**src/inc/phy_regs_defs.vh**
```
// Offsets, field positions, reset values and timing counts of the PHY
// register bank. Included by the bank module; definitions only.
`ifndef PHY_REGS_DEFS_VH
`define PHY_REGS_DEFS_VH

`define ADDR_NODE_IDENTITY_STATUS 4'h0
`define ADDR_RESET_GAP_CONTROL 4'h1
`define ADDR_CAPABILITY_PORT_COUNT 4'h2
`define ADDR_SPEED_LATENCY_INFO 4'h3
`define ADDR_LINK_POWER_CONFIG 4'h4
`define ADDR_INTERRUPT_ENABLE_STATUS 4'h5
`define ADDR_LEGACY_BRIDGE_CONFIG 4'h6
`define ADDR_PAGE_PORT_CHOICE 4'h7

// Bit 0 is the msb of the byte, so field bit b sits at data bit 7-b
`define BIT_FORCE_ROOT 7
`define BIT_LONG_RESET 6
`define BIT_LINK_ACTIVE 7
`define BIT_CONTENDER 6
`define BIT_SHORT_RESET 6
`define BIT_ROOT 1
`define BIT_CABLE_POWER 0

`define GAP_RESET 6'h3f
`define EXTENDED_SET 3'h7
`define PORT_COUNT 4'h3
`define LEGACY_SPEED 3'h7
`define REPEATER_LATENCY 4'h2
`define JITTER_VALUE 3'h0
`define PAGE_RESET 3'h0
`define PORT_SEL_RESET 4'h0

// Long bus reset length
`define LONG_RESET_US 166
`define CLOCK_MHZ 200
`define LONG_RESET_CYCLES (`LONG_RESET_US * `CLOCK_MHZ)

`endif

```
**src/phy_base_regs.v**
```verilog
// Base and paged register bank of a three-port serial-bus cable PHY.
// Assumes the link side reaches it over a plain strobe port and that the
// PHY core reports bus resets, tree-ID, self-ID and config packets.
//
// Strobed register access was left to the implementer.
`include "phy_regs_defs.vh"
`default_nettype none

module phy_base_regs #(
	parameter LONG_RESET_CYCLES = `LONG_RESET_CYCLES
) (
	input wire clock_i,
	input wire rstn_i,
	input wire [3:0] addr_i,
	input wire [7:0] wdata_i,
	input wire wr_i,
	input wire rd_i,
	output reg [7:0] rdata_o,
	input wire bus_reset_i,
	input wire tree_root_i,
	input wire self_id_done_i,
	input wire [5:0] self_id_number_i,
	input wire cfg_gap_valid_i,
	input wire [5:0] cfg_gap_i,
	input wire cfg_force_root_valid_i,
	input wire cfg_force_root_i,
	input wire line_busy_i,
	input wire cable_power_ok_i,
	input wire link_power_status_input_i,
	input wire [2:0] power_class_straps_i,
	input wire [63:0] page0_i,
	input wire [63:0] page1_i,
	input wire [63:0] page7_i,
	output reg [5:0] node_number_o,
	output reg node_number_valid_o,
	output reg [5:0] gap_setting_o,
	output reg force_root_o,
	output reg long_reset_active_o,
	output reg short_reset_pulse_o,
	output reg self_id_link_active_o,
	output reg contender_o,
	output reg [2:0] power_class_o,
	output reg [2:0] page_choice_o,
	output reg [3:0] port_choice_o
);

////////////////////////////////////////////////////////////////////////////
// Counter width; the default long reset count fits in 16 bits
localparam CW = 16;

reg root_r;
reg long_req_r;
reg link_active_r;
reg [6:0] ctl5_r;
reg [7:0] ctl6_r;
reg gap_written_r;
reg prev_reset_r;
reg strap_pending_r;
reg [CW-1:0] reset_cnt_r;
reg [63:0] page_bus;
reg [7:0] page_byte;
reg [7:0] base_byte;
reg [7:0] rd_nxt;
wire wr_gap_reg;
wire wr_power_reg;
wire wr_event_reg;
wire wr_bridge_reg;
wire wr_select_reg;
wire long_start;

////////////////////////////////////////////////////////////////////////////
// Write decode; writes to 0, 2, 3 and 8-F land nowhere
assign wr_gap_reg = wr_i && (addr_i == `ADDR_RESET_GAP_CONTROL);
assign wr_power_reg = wr_i && (addr_i == `ADDR_LINK_POWER_CONFIG);
assign wr_event_reg = wr_i && (addr_i == `ADDR_INTERRUPT_ENABLE_STATUS);
assign wr_bridge_reg = wr_i && (addr_i == `ADDR_LEGACY_BRIDGE_CONFIG);
assign wr_select_reg = wr_i && (addr_i == `ADDR_PAGE_PORT_CHOICE);

// Waits for line traffic and never starts on top of a bus reset
assign long_start = long_req_r && !line_busy_i && !bus_reset_i &&
	!long_reset_active_o;

////////////////////////////////////////////////////////////////////////////
// Node identity: number from self-ID, root flag from tree-ID
always @(posedge clock_i)
begin
	if (!rstn_i)
	begin
		node_number_o <= 6'h00;
		node_number_valid_o <= 1'b0;
		root_r <= 1'b0;
	end
	else
	begin
		if (self_id_done_i)
		begin
			node_number_o <= self_id_number_i;
			node_number_valid_o <= 1'b1;
		end
		if (tree_root_i)
			root_r <= 1'b1;
		// Bus reset wins over the self-ID valid flag and the tree-ID root flag in the same cycle; the node number still loads
		if (bus_reset_i)
		begin
			node_number_valid_o <= 1'b0;
			root_r <= 1'b0;
		end
	end
end

// Force root, long reset request and gap setting
always @(posedge clock_i)
begin
	if (!rstn_i)
	begin
		force_root_o <= 1'b0;
		long_req_r <= 1'b0;
		gap_setting_o <= `GAP_RESET;
		gap_written_r <= 1'b0;
		prev_reset_r <= 1'b0;
	end
	else
	begin
		// The long reset is a bus reset itself, so it drops its request
		if (long_start)
			long_req_r <= 1'b0;
		if (cfg_force_root_valid_i)
			force_root_o <= cfg_force_root_i;
		if (cfg_gap_valid_i)
		begin
			gap_setting_o <= cfg_gap_i;
			gap_written_r <= 1'b1;
		end
		if (wr_gap_reg)
		begin
			force_root_o <= wdata_i[`BIT_FORCE_ROOT];
			long_req_r <= wdata_i[`BIT_LONG_RESET];
			gap_setting_o <= wdata_i[5:0];
			gap_written_r <= 1'b1;
		end
		// Bus reset wins over a long reset request written in the same cycle; a force root write still lands
		if (bus_reset_i)
		begin
			long_req_r <= 1'b0;
			prev_reset_r <= 1'b1;
			gap_written_r <= 1'b0;
			if (prev_reset_r && !gap_written_r)
				gap_setting_o <= `GAP_RESET;
		end
	end
end

// Link control, contender and power class; bus reset leaves them
always @(posedge clock_i)
begin
	if (!rstn_i)
	begin
		link_active_r <= 1'b1;
		contender_o <= 1'b0;
		power_class_o <= 3'h0;
		strap_pending_r <= 1'b1;
	end
	else
	begin
		// Straps caught on the first edge after release, never under reset
		if (strap_pending_r)
		begin
			power_class_o <= power_class_straps_i;
			strap_pending_r <= 1'b0;
		end
		if (wr_power_reg)
		begin
			link_active_r <= wdata_i[`BIT_LINK_ACTIVE];
			contender_o <= wdata_i[`BIT_CONTENDER];
			power_class_o <= wdata_i[2:0];
		end
	end
end

// Event register: enables stored, short reset request is a pulse
always @(posedge clock_i)
begin
	if (!rstn_i)
	begin
		ctl5_r <= 7'h00;
		short_reset_pulse_o <= 1'b0;
	end
	else
	begin
		short_reset_pulse_o <= 1'b0;
		if (wr_event_reg)
		begin
			ctl5_r <= {wdata_i[7], wdata_i[5:0]};
			short_reset_pulse_o <= wdata_i[`BIT_SHORT_RESET];
		end
	end
end

// Bridge register; its two low bits are reserved
always @(posedge clock_i)
begin
	if (!rstn_i)
		ctl6_r <= 8'h00;
	else if (wr_bridge_reg)
		ctl6_r <= {wdata_i[7:2], 2'b00};
end

// Page and port choice
always @(posedge clock_i)
begin
	if (!rstn_i)
	begin
		page_choice_o <= `PAGE_RESET;
		port_choice_o <= `PORT_SEL_RESET;
	end
	else if (wr_select_reg)
	begin
		page_choice_o <= wdata_i[7:5];
		port_choice_o <= wdata_i[3:0];
	end
end

////////////////////////////////////////////////////////////////////////////
// Long bus reset timer; waits for line traffic to finish
always @(posedge clock_i)
begin
	if (!rstn_i)
	begin
		long_reset_active_o <= 1'b0;
		reset_cnt_r <= {CW{1'b0}};
	end
	else if (long_reset_active_o)
	begin
		if (reset_cnt_r == LONG_RESET_CYCLES[CW-1:0] - 1'b1)
			long_reset_active_o <= 1'b0;
		reset_cnt_r <= reset_cnt_r + 1'b1;
	end
	else if (long_start)
	begin
		long_reset_active_o <= 1'b1;
		reset_cnt_r <= {CW{1'b0}};
	end
end

always @(posedge clock_i)
begin
	if (!rstn_i)
		self_id_link_active_o <= 1'b0;
	else
		self_id_link_active_o <= link_active_r &&
			link_power_status_input_i;
end

////////////////////////////////////////////////////////////////////////////
// Page mux; pages 2 to 6 are reserved and read as zero
always @*
begin
	page_bus = 64'h0;
	case (page_choice_o)
	3'h0: page_bus = page0_i;
	3'h1: page_bus = page1_i;
	3'h7: page_bus = page7_i;
	default: page_bus = 64'h0;
	endcase
	page_byte = page_bus[8*addr_i[2:0] +: 8];
end

// Base layout, field bit 0 in data bit 7; same on every page
always @*
begin
	base_byte = 8'h00;
	case (addr_i[2:0])
	3'h0:
		base_byte = {node_number_o, root_r,
			cable_power_ok_i};
	3'h1:
		base_byte = {force_root_o, long_req_r, gap_setting_o};
	3'h2:
		base_byte = {`EXTENDED_SET,
			1'b0, `PORT_COUNT};
	3'h3:
		base_byte = {`LEGACY_SPEED, 1'b0,
			`REPEATER_LATENCY};
	3'h4:
		base_byte = {link_active_r, contender_o, `JITTER_VALUE,
			power_class_o};
	3'h5:
		base_byte = {ctl5_r[6], 1'b0, ctl5_r[5:0]};
	3'h6:
		base_byte = ctl6_r;
	3'h7:
		base_byte = {page_choice_o, 1'b0, port_choice_o};
	default:
		base_byte = 8'h00;
	endcase
end

// Read mux between base and paged halves
always @*
begin
	rd_nxt = 8'h00;
	if (addr_i[3])
		rd_nxt = page_byte;
	else
		rd_nxt = base_byte;
end

// Read data stand one cycle after the strobe, zero otherwise
always @(posedge clock_i)
begin
	if (!rstn_i)
		rdata_o <= 8'h00;
	else if (rd_i)
		rdata_o <= rd_nxt;
	else
		rdata_o <= 8'h00;
end

endmodule // phy_base_regs
`default_nettype wire

```
**config.mk**
```make
export PLATFORM = sky130hd
export DESIGN_NAME = phy_base_regs
export DESIGN_NICKNAME = d
export VERILOG_FILES = /design/src/phy_base_regs.v
export VERILOG_INCLUDE_DIRS = /design/src /design/src/inc
export SDC_FILE = /design/constraint.sdc
export NUM_CORES = 1
export LEC_CHECK = 0
export BUFFER_PORTS_ARGS = -buffer_cell sky130_fd_sc_hd__buf_2
export CAP_MARGIN = 20
export CORE_MARGIN = 2
export CORE_UTILIZATION = 41
export DETAILED_ROUTE_END_ITERATION = 16
export PLACE_DENSITY = 0.78
export SLEW_MARGIN = 20
export SYNTH_ARGS = -nofsm -noshare
export SYNTH_HDL_FRONTEND = slang
export SYNTH_SLANG_ARGS = --single-unit
```
**constraint.sdc**
```tcl
create_clock -name clock_i -period 1.7 [get_ports clock_i]
set_input_delay 0.085 -clock clock_i [delete_from_list [all_inputs] [get_ports clock_i]]
set_output_delay 0.085 -clock clock_i [all_outputs]
set_load 0.01 [all_outputs]
```
==> run_results.csv <==
group,metric,value,unit
setup_path,slowest_delay,0.41,ns
final_layout,nets,1176,
route,drc_errors,0,
die,io_pins,268,
sta,max_freq,532,MHz
pwr,combPwrFrac,21.7,%
clocking,numCtsBuffers,9,
sta,hold_violations,0,
pwr,intPower,3.55,mW
setup_path,worst_setup_path_end_kind,"register",
final_layout,syn_to_final_growth,59.5,%
logic_synthesis,synth_seq_cells,71,
sta,clock_skew,0.00939,ns
route,final_antenna_net_count,0,
route,first_pass_iters,5,
pwr,clkPwrFrac,42.1,%
global_routing,grt_pass1_vias,6350,
logic_synthesis,synth_cell_types,58,
global_routing,grt_max_degree,27,
clocking,cts_tree,"yes",
pwr,p_sw_share,27.0,%
worst_hold_path,hold_class,"in -> reg",
die,start_util,42.0,%
sta,fin_crit,1.88,ns
sta,setup_tns,-0.596,ns
status,failed_checks,"negative setup slack",
logic_synthesis,synthTopCellsByArea,"dfxtp_1 30%, a21oi_1 7.7%, mux2i_1 6.9%, nand2_1 5.3%, a221oi_1 5.1%",
final_layout,fin_area,7610,um^2
pwr,pwr-share-seq,36.1,%
pwr,switching_power,1.31,mW
placement,pre_cts_slack,-0.239,ns
logic_synthesis,ys_warn_count,0,
clocking,cts_max_level,3,
setup_path,cp_max_fo,8,
logic_synthesis,netlist_area,4770,um^2
route,vias_per_cell,6.05,
pwr,p_leak,3.40,nW
logic_synthesis,syn_avg_cell_area,7.80,um^2
setup_path,path_buf_inv,2,
logic_synthesis,syn_inst,612,
logic_synthesis,synth_flop_cell,"dfxtp_1",
route,initialDrtViolationCount,752,
die,die_w,112,um
setup_path,critPathTopFamily,"compound AO/OA/AOI/OAI gates",
pwr,ir_drop,0.655,mV
logic_synthesis,synth_common_cells,"73 x a21oi_1, 71 x dfxtp_1, 67 x nand2_1",
sta,finalSetupViolations,8,
route,routed_wirelength,24000,um
die,die-area,12500,um^2
logic_synthesis,yosysMostFrequentCell,"a21oi_1",
sta,rsz0062_at_grt,"true",
die,rows,39,
route,wl_per_cell,21.9,um
final_layout,drive_above_1_share,47.0,%
clocking,cts_root_buf,"clkbuf_16",
logic_synthesis,synth_fp_nets,845,
logic_synthesis,synth_top_area_share,29.8,%
die,core_area,11400,um^2
sta,finalMaxSlewViolations,0,
clocking,clk_pin_slew,0.05,ns
logic_synthesis,yosysTopAreaCell,"dfxtp_1",
logic_synthesis,synth_edf_count,0,
sta,fin_crit_sh,110,%
clocking,clkLatencyLatePin,0.34,ns
global_routing,antenna_found_initial,5,
clocking,clock_path_buffers,2,
placement,placed_cell_area,6740,um^2
sta,finalWorstSetupSlack,-0.178,ns
status,outcome,"finished, violations left",
placement,portBuffers,267,
route,num_vias,6638,
setup_path,crit_type,"reg -> reg",
global_routing,grt_pass1_wl,34800,um
sta,slew_headroom,63.5,%
setup_path,crit_chain,"buf_12 -> buf_8 -> mux2_2 -> a221oi_1 -> a21oi_1 -> a21oi_2 -> o32ai_2",
global_routing,grt_remaining_overflow,0,
final_layout,fillCellCount,973,
logic_synthesis,async_flop_share,0,%
setup_path,slowest_stage,"dfxtp_4",
logic_synthesis,synth.yosys.seq_area_share,29.8,%
die,die_h,112,um
job,maxCapViolations,0,
placement,hpwl,18500,um
clocking,clkSinkCount,71,
global_routing,grt_usage,35.9,%
setup_path,start_kind,"register",
setup_path,required,1.91,ns
sta,worst_slew_pin_slew,0.547,ns
setup_path,cp.arrival,2.09,ns
placement,place.gp.congestion,1.00,
pwr,power_density,638,nW/um^2
## cells in the final DEF, fill, tap and decap left out, types with 7 or more instances in the layout
master         netlist  layout
a221oi_2             0       8
a211oi_1            13      10
a22oi_1             20      16
inv_1                9       9
o211ai_1            12      12
nand2b_1             8       8
a22o_1              25      24
mux2_2              13      12
buf_6                0      15
nand3_1             13      13
a211o_1              8       8
buf_4                5      76
o21ai_0             36      35
a221oi_1            28      19
nand2_1             67      67
a21oi_1             73      68
dlygate4sd3_1        0       7
buf_2               20     267
dfxtp_1             71      66
mux2i_1             33      32
clkbuf_16            0      11
nor2_1              43      41
## final timing paths
| check | startpoint | endpoint | slack (ns) | depth (start not counted) |
|---|---|---|---|---|
| worst min register to register | node_number_valid_o | node_number_valid_o | 0.46 | 2 |
| worst min-delay path | wdata_i[4] | ctl5_r[4] | 0.02 | 3 |
| worst max register to register | page_choice_o[0] | rdata_o[6] | -0.18 | 7 |
| worst max-delay path | page_choice_o[0] | rdata_o[6] | -0.18 | 7 |
## stage by stage
step	hold slack (ns)	util [%]	std cells	power [mW]
after detailed placement	0.294	59.3	1054	2.73
after global routing	0.0299	66.9	1095	5.02
after CTS	0.0128	65.0	1086	4.80
after floorplan	0.201	-	612	2.18
final	0.0212	67.0	1097	4.85
after global placement	0.289	59.3	1054	2.73
## sequential cells by signal, summed over array words and instances, names as in the netlist, 3 cells and up
register	count
reset_cnt_r	16
ctl6_r	6
port_choice_o	4
page_choice_o	3
rdata_o	8
ctl5_r	7
power_class_o	3
gap_setting_o	6
node_number_o	6
## what timing repair did
item / CTS / global route
hold endpoints to repair: 7 / 0
setup buffers: 9 / 2
hold buffers: 7 / 0
pin swaps: 9 / 15
gates resized for setup: 43 / 27
setup endpoints to repair: 9 / 13
cloned: 0 / 3
## worst min-delay path, stage by stage
cell     delay (ns)
buf_2          0.12
nand2_1        0.05
a21oi_1        0.05
## power groups by stage
stage	sequential, mW	combinational, mW	clock [mW]
CTS	1.75	0.992	2.06
global route	1.76	1.12	2.14
floorplan	1.80	0.381	0
global placement	1.79	0.941	0
finish	1.75	1.06	2.04
detailed placement	1.79	0.939	0
## kinds of logic after synthesis
| kind of cell | after synthesis | synth area share [%] |
|---|---|---|
| AOI/OAI and AO/OA | 248 | 35.5 |
| and+or+nand+nor | 184 | 18.6 |
| DFF | 71 | 29.8 |
| buffers and inverters | 61 | 5.72 |
| muxes | 46 | 9.99 |
| xor gates and xnor gates | 1 | 0.184 |
| adders and majority gates | 1 | 0.262 |
## routing by layer
layer / track usage (%) / up-vias / wire length (um)
met5: 0 / - / 16
met4: 16.3 / 2 / 1060
met3: 7.35 / 85 / 2150
met2: 60.5 / 443 / 11300
met1: 44.3 / 3079 / 9440
li1: - / 3029 / -
## cell type report
class / count / area [um^2] / share of cell area, %
clock buffer: 10 / 239 / 3.14
multi-input combinational: 480 / 3340 / 43.8
tap: 143 / 179 / 2.35
antenna: 6 / 15.0 / 0.197
timing repair buffer: 372 / 2290 / 30.1
inverter: 9 / 33.8 / 0.444
sequential: 71 / 1440 / 18.9
clock inverter: 6 / 83.8 / 1.10
(Power assumes the default switching activity.)
